## config.mk

```make
export PLATFORM = sky130hd
export DESIGN_NAME = adc_serial_result_config_port
export DESIGN_NICKNAME = d
export VERILOG_FILES = /design/src/inc/adc_port_pkg.sv /design/src/rtl/adc_serial_result_config_port.sv
export VERILOG_INCLUDE_DIRS = /design/src /design/src/inc
export SDC_FILE = /design/constraint.sdc
export NUM_CORES = 1
export LEC_CHECK = 0
export ABC_AREA = 1
export BUFFER_PORTS_ARGS = -buffer_cell sky130_fd_sc_hd__buf_2
export CELL_PAD_IN_SITES_DETAIL_PLACEMENT = 0
export CELL_PAD_IN_SITES_GLOBAL_PLACEMENT = 1
export CORE_ASPECT_RATIO = 0.8
export CORE_UTILIZATION = 44
export DETAILED_ROUTE_END_ITERATION = 6
export GPL_TIMING_DRIVEN = 1
export HOLD_SLACK_MARGIN = 0.12
export PLACE_DENSITY_LB_ADDON = 0.1
export REMOVE_ABC_BUFFERS = 1
export SYNTH_ARGS = -nofsm -noshare
export SYNTH_HDL_FRONTEND = slang
export SYNTH_SLANG_ARGS = --single-unit
```

## constraint.sdc

```tcl
create_clock -name clk -period 2.44 [get_ports clk]
set_input_delay 0.366 -clock clk [delete_from_list [all_inputs] [get_ports clk]]
set_output_delay 0.366 -clock clk [all_outputs]
set_load 0.02 [all_outputs]
```

## src/inc/adc_port_params.svh

```systemverilog
// constants of the converter serial port: word sizes, field positions,
// edge thresholds and reset values.
// assumes nothing; included by bare name wherever the numbers are needed.
`ifndef ADC_PORT_PARAMS_SVH
`define ADC_PORT_PARAMS_SVH

// ****************************************************************
// word sizes and edge thresholds
// ****************************************************************
`define OUT_WORD_BITS    6'h20
`define OUT_LAST_FALL    6'h1F
`define IN_WORD_BITS     6'h0D
`define CHAN_MIN_FALLS   6'h08
`define CFG_MIN_FALLS    6'h10

// ****************************************************************
// input word fields, counted from the last bit shifted in
// ****************************************************************
`define IN_PRE_HI        12
`define IN_PRE_LO        10
`define IN_CHAN_HI       9
`define IN_CHAN_LO       5
`define IN_EN2_BIT       4
`define IN_CFG_HI        3
`define PRE_ENABLE       3'h5

// ****************************************************************
// reset values and encodings
// ****************************************************************
`define CHAN_RESET       5'h00
`define CFG_RESET        4'h0
`define REJECT_BAD       2'h3
`define CH_COM           3'h4
`define UNDER_CODE       24'h7F_FFFF
`define SUB_ALL_ONES     5'h1F

`endif

```

## src/inc/adc_port_pkg.sv

```systemverilog
// types shared by the converter serial port.
// assumes nothing; uses none of the params header macros.
package adc_port_pkg;

    // channel selection as shifted in
    typedef struct packed {
        logic single_ended_select;
        logic polarity_bit;
        logic mux_upper_sel_b2;
        logic mux_upper_sel_b1;
        logic channel_pair_select;
    } chan_sel_t;

    // converter configuration as shifted in
    typedef struct packed {
        logic temp_sensor_pick;
        logic reject_sel_hi;
        logic reject_sel_lo;
        logic double_rate_sel;
    } conv_cfg_t;

    // port states
    typedef enum logic [1:0] {
        ST_CONVERT,
        ST_SLEEP,
        ST_DATA
    } port_state_t;

endpackage

```

## src/rtl/adc_serial_result_config_port.sv

```systemverilog
// serial result and configuration port of a delta-sigma converter.
// assumes cs_n, sck and sdi come from pins (asynchronous), and that the
// converter core sits on clk and reports conversions with a one-cycle pulse.
// What this block does
// chip select high: sdo released, sck ignored
// outside data state sdo shows conversion-done flag
// sleep after conversion until chip select low in external mode
// new conversion after all 32 bits out
// chip select rise mid-cycle aborts, starts conversion
// sdi sampled on rising sck, chip select low
// 32-bit word, flag, zero, sign, result, sub-bits
// sign high for positive input
// sign and msb flag over and underrange
// out-of-range results clamp one step past full scale
// sdo changes on falling sck edges
// 32nd falling edge drives sdo high
// done flag falls at once, no sck needed
// input word is 13 bits
// reset defaults, then first conversion starts
// preambles 000 and 100 keep everything
// preamble 101 loads five channel bits
// channel bits decode into positive and negative inputs
// update flag zero keeps configuration
// temperature pick, rejection codes, reserved code refused
// rate bit, forced single rate for temperature
// configuration held until next enabled update
// sck level at chip select fall sets clock mode
// aborted cycle applies bits by falling-edge count
// core gets channel and configuration at start
`timescale 1ns/1ps
`default_nettype none

`include "adc_port_params.svh"

module adc_serial_result_config_port
    import adc_port_pkg::*;
(
    // clock and reset
    input  wire logic          clk,
    input  wire logic          rst_n,
    // serial pins
    input  wire logic          cs_n_i,
    input  wire logic          sck_i,
    input  wire logic          sdi_i,
    output logic               sdo_o,
    output logic               sdo_oe,
    // converter core, result side
    input  wire logic          core_done,
    input  wire logic          core_sign,
    input  wire logic          core_over,
    input  wire logic          core_under,
    input  wire logic [23:0]   core_code,
    input  wire logic [4:0]    core_sub,
    // converter core, start side
    output logic               conv_start,
    output chan_sel_t          conv_chan,
    output conv_cfg_t          conv_cfg,
    output logic [2:0]         conv_pos_ch,
    output logic [2:0]         conv_neg_ch,
    // status
    output logic               low_power,
    output logic               int_sck_mode
);

    // ****************************************************************
    // state record
    // ****************************************************************

    // pin order in the sync vectors: 2 = cs_n, 1 = sck, 0 = sdi
    typedef struct packed {
        logic [2:0]  sync1;      // first stage, read only by sync2
        logic [2:0]  sync2;      // second stage
        logic [2:0]  sync3;      // third stage
        logic [2:0]  pins;       // accepted pin levels
        logic        started;    // first cycle after reset handled
        port_state_t state;      // port state
        logic        busy;       // conversion in progress
        logic [31:0] out_word;   // output shift register
        logic [12:0] in_word;    // input shift register
        logic [5:0]  rises;      // rising sck edges this cycle
        logic [5:0]  falls;      // falling sck edges this cycle
        chan_sel_t   chan;       // channel in force
        conv_cfg_t   cfg;        // configuration in force
        logic        start;      // conversion start pulse
        logic [2:0]  pos_ch;     // decoded positive input
        logic [2:0]  neg_ch;     // decoded negative input
        logic        sdo;        // sdo level
        logic        oe;         // sdo enable
        logic        int_mode;   // internal clock mode selected
        logic        low_pw;     // sleep with chip select high
    } port_reg_t;

    port_reg_t st_q;             // registered state
    port_reg_t st_d;             // next state

    // ****************************************************************
    // helpers
    // ****************************************************************

    // build the result word from the core outputs
    function automatic logic [31:0] build_word(
        input logic        sign,
        input logic        over,
        input logic        under,
        input logic [23:0] code,
        input logic [4:0]  sub
    );
        logic [31:0] w;
        w = {1'b0, 1'b0, sign, code, sub};                       // see R07
        if (over)
        begin
            // clamp to full scale plus one step
            w = {1'b0, 1'b0, 1'b1, 24'h80_0000, 5'h00};          // see R09
        end
        else if (under)
        begin
            // clamp to minus full scale minus one step
            w = {1'b0, 1'b0, 1'b0, `UNDER_CODE, `SUB_ALL_ONES};  // see R09
        end
        return w;
    endfunction

    // decode the channel bits into input indices, 4 meaning the common return
    function automatic logic [5:0] decode_chan(input chan_sel_t c);
        logic [2:0] lo;
        logic [2:0] hi;
        logic [5:0] r;
        lo = {1'b0, c.channel_pair_select, 1'b0};
        hi = {1'b0, c.channel_pair_select, 1'b1};
        if (!c.single_ended_select)
        begin
            // adjacent pair, polarity bit swaps the pair
            r = c.polarity_bit ? {hi, lo} : {lo, hi};
        end
        else
        begin
            // one channel against the common return: 0, 2, 1, 3
            r = {{1'b0, c.channel_pair_select, c.polarity_bit}, `CH_COM};
        end
        return r;
    endfunction

    // ****************************************************************
    // next state
    // ****************************************************************

    // all pin handling, the port sequence and the setting loads
    always_comb
    begin
        logic       cs_fall;
        logic       cs_rise;
        logic       sck_rise;
        logic       sck_fall;
        logic       load_chan;
        logic       load_cfg;
        logic       finish;
        logic [12:0] w;
        chan_sel_t  nc;
        conv_cfg_t  ncfg;
        st_d      = st_q;
        cs_fall   = 1'b0;
        cs_rise   = 1'b0;
        sck_rise  = 1'b0;
        sck_fall  = 1'b0;
        load_chan = 1'b0;
        load_cfg  = 1'b0;
        finish    = 1'b0;
        w         = st_q.in_word;
        nc        = st_q.chan;
        ncfg      = st_q.cfg;
        st_d.start = 1'b0;
        // three-stage pin capture; a change counts when stages two and three agree
        st_d.sync1 = {cs_n_i, sck_i, sdi_i};
        st_d.sync2 = st_q.sync1;
        st_d.sync3 = st_q.sync2;
        for (int i = 0; i < 3; i++)
        begin
            if (st_q.sync2[i] == st_q.sync3[i])
            begin
                st_d.pins[i] = st_q.sync3[i];
            end
        end
        // edges of the accepted levels
        cs_fall = st_q.pins[2] & ~st_d.pins[2];
        cs_rise = ~st_q.pins[2] & st_d.pins[2];
        // sck only counts with chip select low and in external mode
        if (!st_d.pins[2] && !st_q.pins[2] && !st_q.int_mode)
        begin
            sck_rise = ~st_q.pins[1] & st_d.pins[1];
            sck_fall = st_q.pins[1] & ~st_d.pins[1];
        end
        // first cycle after reset: default settings, strap, first conversion
        if (!st_q.started)
        begin
            st_d.started  = 1'b1;
            st_d.start    = 1'b1;                                // see R15
            st_d.busy     = 1'b1;
            st_d.int_mode = sck_i;
        end
        // clock mode follows the sck level at each chip select fall
        if (cs_fall)
        begin
            st_d.int_mode = st_d.pins[1];
        end
        // conversion done: result into the shift register
        if (core_done && st_q.busy)
        begin
            st_d.busy     = 1'b0;
            st_d.out_word = build_word(core_sign, core_over, core_under,
                                       core_code, core_sub);
            st_d.state    = ST_SLEEP;
        end
        unique case (st_q.state)
            ST_CONVERT: // nothing to shift; flag shows on sdo
            begin
            end
            ST_SLEEP:
            begin
                // chip select low in external mode leaves sleep for the data state
                if (!st_d.pins[2] && !st_q.int_mode && !cs_fall)
                begin
                    st_d.state   = ST_DATA;
                    st_d.rises   = 6'h00;
                    st_d.falls   = 6'h00;
                    st_d.in_word = 13'h0000;
                end
            end
            ST_DATA:
            begin
                // sdi in on rising edges, first 13 bits only, top bit first so that
                // a cut word still has its fields in place
                if (sck_rise)
                begin
                    if (st_q.rises < `IN_WORD_BITS)
                    begin
                        w[4'(`IN_PRE_HI) - st_q.rises[3:0]] = st_q.pins[0]; // see R06
                    end
                    st_d.in_word = w;
                    st_d.rises   = st_q.rises + 6'h01;  // at most 32 rises per cycle
                end
                // sdo out on falling edges
                if (sck_fall)
                begin
                    st_d.falls    = st_q.falls + 6'h01;
                    st_d.out_word = {st_q.out_word[30:0], 1'b1};
                    if (st_q.falls == `OUT_LAST_FALL)
                    begin
                        finish   = 1'b1;                         // see R04
                        load_chan = 1'b1;
                        load_cfg  = 1'b1;
                    end
                end
                // chip select rise after the first rising edge aborts
                if (cs_rise && st_q.rises != 6'h00)
                begin
                    finish    = 1'b1;
                    load_chan = (st_q.falls >= `CHAN_MIN_FALLS);
                    load_cfg  = (st_q.falls >= `CFG_MIN_FALLS);
                end
                else if (cs_rise)
                begin
                    // nothing clocked yet: back to sleep
                    st_d.state = ST_SLEEP;
                end
            end
        endcase

        // setting loads; fields sit at fixed places in the word
        if (finish)
        begin
            if (w[`IN_PRE_HI:`IN_PRE_LO] == `PRE_ENABLE)         // see R16
            begin
                if (load_chan)
                begin
                    nc = chan_sel_t'(w[`IN_CHAN_HI:`IN_CHAN_LO]);
                end
                if (load_cfg && w[`IN_EN2_BIT])                  // see R19
                begin
                    // reserved rejection code leaves the old setting alone
                    if (w[2:1] != `REJECT_BAD)
                    begin
                        ncfg = conv_cfg_t'(w[`IN_CFG_HI:0]);
                        if (ncfg.temp_sensor_pick)
                        begin
                            ncfg.double_rate_sel = 1'b0;
                        end
                    end
                end
            end
            st_d.chan     = nc;
            st_d.cfg      = ncfg;
            st_d.state    = ST_CONVERT;
            st_d.busy     = 1'b1;
            st_d.start    = 1'b1;
            st_d.out_word = 32'hFFFF_FFFF;
        end

        // decoded inputs handed to the core with the start
        {st_d.pos_ch, st_d.neg_ch} = decode_chan(st_d.chan);     // see R18

        // sdo: released with chip select high
        st_d.oe = ~st_d.pins[2];
        st_d.low_pw = (st_d.state == ST_SLEEP) & st_d.pins[2];
        if (st_d.state == ST_DATA)
        begin
            st_d.sdo = st_d.out_word[31];                        // see R07
        end
        else
        begin
            st_d.sdo = st_d.busy;                                // see R02
        end
    end

    // ****************************************************************
    // registers
    // ****************************************************************

    // one register for the whole record
    always_ff @(posedge clk or negedge rst_n)
    begin
        if (!rst_n)
        begin
            st_q <= '{
                sync1:    3'h4,
                sync2:    3'h4,
                sync3:    3'h4,
                pins:     3'h4,
                started:  1'b0,
                state:    ST_CONVERT,
                busy:     1'b1,
                out_word: 32'hFFFF_FFFF,
                in_word:  13'h0000,
                rises:    6'h00,
                falls:    6'h00,
                chan:     chan_sel_t'(`CHAN_RESET),
                cfg:      conv_cfg_t'(`CFG_RESET),
                start:    1'b0,
                pos_ch:   3'h0,
                neg_ch:   3'h1,
                sdo:      1'b1,
                oe:       1'b0,
                low_pw:   1'b0,
                int_mode: 1'b0
            };
        end
        else
        begin
            st_q <= st_d;
        end
    end

    // ****************************************************************
    // outputs, straight from the record
    // ****************************************************************

    assign sdo_o        = st_q.sdo;
    assign sdo_oe       = st_q.oe;
    assign conv_start   = st_q.start;
    assign conv_chan    = st_q.chan;
    assign conv_cfg     = st_q.cfg;
    assign conv_pos_ch  = st_q.pos_ch;
    assign conv_neg_ch  = st_q.neg_ch;
    assign low_power    = st_q.low_pw;
    assign int_sck_mode = st_q.int_mode;

endmodule
`default_nettype wire

```

# After elaboration in Yosys (flattened, before gate mapping)
# Index checks and enable logic that the tools add are counted.
[totals] regBits=92 in_bits=38 output_inout_bits=20 wordCells=123
[classes] addsub=3 magnitude_cmp=5 eq_ne=14 mux=46 bitwise=9 reduce_logical=18
[op_table] cell="35-bit two-way mux" n=2
[op_table] cell="32-bit two-way mux" n=2
[op_table] cell="30-bit two-way mux" n=2
[op_table] cell="25-bit one-hot mux with 2 select lines" n=1
[op_table] cell="13-bit two-way mux" n=3
[op_table] cell="25-bit two-way mux" n=1
[op_table] cell="4-bit two-way mux" n=5
[op_table] cell="1-bit two-way mux" n=19
[op_table] cell="19-bit two-way mux" n=1
[op_table] cell="13-bit bitwise mux" n=1
[op_table] cell="6-bit by 1-bit adder with 6-bit output, second input constant" n=2
[op_table] cell="10-bit two-way mux" n=1
[op_table] cell="5-bit two-way mux" n=2
[op_table] cell="3-bit AND reduction" n=3
[op_table] cell="1-bit logical AND" n=8
[op_table] cell="2-bit inequality test, second input constant" n=4
[op_table] cell="6-bit by 5-bit equality test with 1-bit output, second input constant" n=1
[op_table] cell="6-bit by 4-bit >= comparator with 1-bit output, second input constant" n=1
[op_table] cell="6-bit by 5-bit >= comparator with 1-bit output, second input constant" n=1
[op_table] cell="6-bit by 4-bit < comparator with 1-bit output, second input constant" n=1
[op_table] cell="2-bit two-way mux" n=3
[op_table] cell="6-bit two-way mux" n=1
[op_table] cell="6-bit nonzero test" n=1
[op_table] cell="1-bit bitwise AND" n=5
[op_table] cell="14 further kinds" n=24

# Longest topological paths before layout
[depth] word_depth=16 ltp_mapped=16

# Worst setup path before layout
# OpenSTA, ideal clock, no wires.
[synth_path] path_type="register -> register" startpoint="register st_q[26] in the netlist's numbering" endpoint="register st_q (netlist bit conv_cfg[0])" setup_ps=117 arrival_ps=1812 t_required_ps=2323 setup_slack_ps=511 stages_incl_launch_ff=13 n_path_buf=0 period_less_slack_ps=1929 cell_sequence="dfrtp_1 inv_1 ha_1 xnor2_4 inv_4 nor2_4 nand3_2 nand2_2 nand3_4 nand2_4 nand3_2 nand2_1 nand2_1"
[synth_via] elab_chain_len=11 elab_cells_between_ends=22 cone_classes="1 x add/sub; 3 x order compare; 2 x eq/ne; 11 x mux; 5 x reduce/logical"
[synth_rtl] element="start: declaration" line_no="adc_serial_result_config_port.sv:93" source="port_reg_t st_q;"
[synth_rtl] element="start signal: assignment" line_no="adc_serial_result_config_port.sv:323" source="st_q <= '{"
[synth_rtl] element="start signal: assignment" line_no="adc_serial_result_config_port.sv:348" source="st_q <= st_d;"
[synth_rtl] element="4-bit subtractor" line_no="adc_serial_result_config_port.sv:236" source="w[4'(`IN_PRE_HI) - st_q.rises[3:0]] = st_q.pins[0];"
[synth_rtl] element="4-bit by 5-bit < comparator with 1-bit output / 4-bit by 1-bit >= comparator with 1-bit output (equally long branches)" line_no="adc_serial_result_config_port.sv:236"
[synth_rtl] element="1-bit logical AND" line_no="adc_serial_result_config_port.sv:236"
[synth_rtl] element="1-bit two-way mux" line_no="adc_serial_result_config_port.sv:236"
[synth_rtl] element="1-bit demux with 4-bit select" line_no="adc_serial_result_config_port.sv:236"
[synth_rtl] element="13-bit bitwise mux" line_no="adc_serial_result_config_port.sv:236"
[synth_rtl] element="13-bit two-way mux" line_no="adc_serial_result_config_port.sv:234" source="if (st_q.rises < `IN_WORD_BITS)"
[synth_rtl] element="13-bit two-way mux" line_no="adc_serial_result_config_port.sv:232" source="if (sck_rise)"
[synth_rtl] element="13-bit two-way mux" line_no="adc_serial_result_config_port.sv:213" source="unique case (st_q.state)"
[synth_rtl] element="3-bit equality test (no line), or another cell as far along"
[synth_rtl] element="4-bit AND reduction (no line)"
# Parallel ways exist; a longest one is shown, timed or not.
# A chain may end at the register's enable or synchronous reset.

# Worst setup path after layout
[layout_path] startpoint="register st_q[26] in the netlist's numbering" endpoint="register st_q (netlist bit conv_cfg[1])"
# Same word-level chain as after synthesis.

==> results.sh <==
export IMPL_status="finished clean"
export IMPL_layout_common_cells="nand2_1, o21ai_0, inv_1"
export IMPL_yosysTopAreaCell="dfrtp_1"
export IMPL_cts_made_buffers=9
export IMPL_sw_frac_of_total_pct=30.2
export IMPL_nNetsFinal=675
export IMPL_routed_via_density=4.98
export IMPL_layout_commonest_cell="nand2_1"
export IMPL_ys_seq_area_share_pct=47.0
export IMPL_grt_pass1_wl_um=17900
export IMPL_fp_coreArea_sq_um=10500
export IMPL_grt_max_degree=49
export IMPL_grt_ovfl_total=0
export IMPL_wl_per_cell_um=13.5
export IMPL_hold_path_class="in -> reg"
export IMPL_num_antenna_cells=0
export IMPL_n_fill_cell=1025
export IMPL_grt_usage_pct=19.9
export IMPL_cts_root_buffer="clkbuf_16"
export IMPL_cts_tree="built"
export IMPL_initial_core_util_pct=46.2
export IMPL_crit_type="reg -> reg"
export IMPL_htreeDepth=3
export IMPL_insertion_delay_ps=340
export IMPL_dieArea_sq_um=11400
export IMPL_fmax_mhz=446
export IMPL_synth_seq_cells=89
export IMPL_async_flop_share_pct=100
export IMPL_p_seq_share_pct=46.5
export IMPL_path_common_cell="nand2_1"
export IMPL_clock_power_share_pct=34.2
export IMPL_vdd_ir_drop_worst_mv=0.522
export IMPL_fin_ws_ps=197
export IMPL_start_kind="register"
export IMPL_p_per_area_nw_per_um2=694
export IMPL_path_buf_inv=1
export IMPL_synthDistinctLibCells=38
export IMPL_pre_cts_slack_ps=129
export IMPL_synth_area_top_cells="dfrtp_1, dfstp_2, nand2_1, o21ai_0, inv_1"
export IMPL_setup_violations=0
export IMPL_portBuffers=56
export IMPL_vias=3847
export IMPL_rsz0062_at_grt="yes"
export IMPL_hold_viol=0
export IMPL_p_int_uw=2670
export IMPL_netlist_area_sq_um=4850
export IMPL_clkSinkCount=89
export IMPL_synthCells=584
export IMPL_die_h_um=95.9
export IMPL_finalCritPeriodShare_pct=91.9
export IMPL_critPathTopFamily="simple AND/OR/NAND/NOR gates"
export IMPL_syn_area_per_cell_sq_um=8.30
export IMPL_total_power_uw=3830
export IMPL_critPathMaxStageDelay_ps=460
export IMPL_min_period_ps=2240
export IMPL_drtAntennaViolNets=0
export IMPL_critical_path_arrival_ps=2520
export IMPL_drc=0
export IMPL_yosysTopAreaCellShare_pct=25.8
export IMPL_power_frac_comb_pct=19.4
export IMPL_cts_max_path_buffers=2
export IMPL_cp_required_ps=2720
export IMPL_drtPass1Iterations=4
export IMPL_cp_max_fo=7
export IMPL_utilization_pct=52.5
export IMPL_wl_um=10400
export IMPL_place_gp_congestion=0.799
export IMPL_fin_skew_ps=6.31
export IMPL_grt_antenna_before_repair=0
export IMPL_layout_drive_gt1_share_pct=25.6
export IMPL_yosysWarnings=0
export IMPL_ys_flop_type="dfrtp_1"
export IMPL_cap_violations=0
export IMPL_endpoint_kind="register"
export IMPL_pin_count=58
export IMPL_slowest_stage="dfrtp_1"
export IMPL_p_switching_uw=1160
export IMPL_first_iter_violations=255
export IMPL_num_rows=33
export IMPL_crit_chain="inv_1, ha_1, nand4_1, nand2_1, nand2_1, nand2_2, nor2_1, a21boi_1, nand3_1, nand2_1"
export IMPL_hpwl_um=7350
export IMPL_areaGrowthSynthToFinish_pct=13.7
export IMPL_synth_edff_count=0
export IMPL_die_w_um=119
export IMPL_grt_pass1_vias=3648
export IMPL_finalMaxSlewViolations=0
export IMPL_cts_clk_slew_worst_paths_ps=70
export IMPL_p_leak_uw=0.00262
-- synthesized netlist by cell type (3+ instances only) --
master,number
o21ai_0,87
nor2_4,5
o22ai_1,4
nand3_2,4
o211ai_1,28
dfrtp_1,50
inv_1,78
nand3_1,34
buf_4,16
inv_2,4
clkbuf_1,16
nand4_1,7
nor2_1,19
nand2_4,3
dfstp_2,39
nand2_2,10
a21oi_1,13
nand2_1,121
nor2_2,4
ha_1,9
nor3_1,8
buf_2,5
-- stage by stage --
step / setup TNS (ps) / area, sq um / hold slack (ps) / cells
6_report: 0 / 5510 / 134 / 773
4_1_cts: 0 / 5510 / 125 / 773
2_1_floorplan: 0 / 4620 / 70.4 / 545
3_5_place_dp: 0 / 5210 / 336 / 755
5_1_grt: -12.1 / 5510 / 124 / 773
3_3_place_gp: 0 / 5210 / 339 / 755
-- power groups by stage --
stage | registers (uW) | clock network, uW | logic (uW)
floorplan | 1810 | 0 | 487
finish | 1780 | 1310 | 741
CTS | 1780 | 1340 | 746
global placement | 1800 | 0 | 726
detailed placement | 1800 | 0 | 737
global route | 1800 | 1390 | 855
-- registers in the layout, indices dropped and copies added (netlist names) --
name and count:
st_q 67, int_sck_mode 1, st_d 6, sdo_o 1, conv_cfg 4, conv_start 1, conv_pos_ch 1, sdo_oe 1
low_power 1, conv_neg_ch 2, conv_chan 4
-- final cells by class --
cell class	instances	area, sq um	area share (%)
Clock buffer	9	225	4.09
Clock inverter	7	55.1	0.999
Inverter	83	314	5.70
Multi-Input combinational cell	373	2030	36.9
Sequential cell	89	2280	41.3
Tap cell	140	175	3.18
Timing Repair Buffer	72	433	7.86
-- per-layer routing --
metal  wire length (um)  GRT usage (%)  up-vias  part of all wire [%]
met3                419           4.32       10                   4.0
met2               4530           30.8       71                    43
met5                  0              0        -                     0
met4                108           5.31        0                   1.0
li1                   -              -     1982                     -
met1               5370           28.3     1784                    52
-- path summary, 6_finish.rpt --
path                                       from                 endpoint  slack [ps]  cells after the start
max                        st_q[26]$_DFFE_PN0P_  conv_cfg[1]$_DFFE_PN0P_         200                     10
min                                       sdi_i       st_d[87]$_DFF_PN0_         130                      1
max reg2reg                st_q[26]$_DFFE_PN0P_  conv_cfg[1]$_DFFE_PN0P_         200                     10
min reg2reg                  st_d[87]$_DFF_PN0_       st_d[84]$_DFF_PN0_         350                      0
max in group asynchronous                 rst_n       st_q[83]$_DFF_PN1_        1320                      3
min in group asynchronous                 rst_n  conv_cfg[1]$_DFFE_PN0P_         510                      2
-- cells by family (layout without fill, tap and decap cells) --
logic type	count (synthesis)	count (layout)	synth area share, %
xor gates and xnor gates	2	2	0.749
DFF	89	89	47.0
other	2	2	0.155
buffers and inverters	122	171	11.2
and+or+nand+nor	224	224	22.7
adders and majority gates	10	10	2.53
AOI/OAI and AO/OA	134	134	15.5
muxes	1	1	0.207
-- what timing repair did --
item | CTS | global route
endpoints found under the setup margin | 0 | 3
buffers inserted | 0 | 0
hold buffers | 2 | 0
hold endpoints to repair | 14 | 0
resized for setup | 0 | 1
Note: power is estimated with default switching activity, not from simulation.
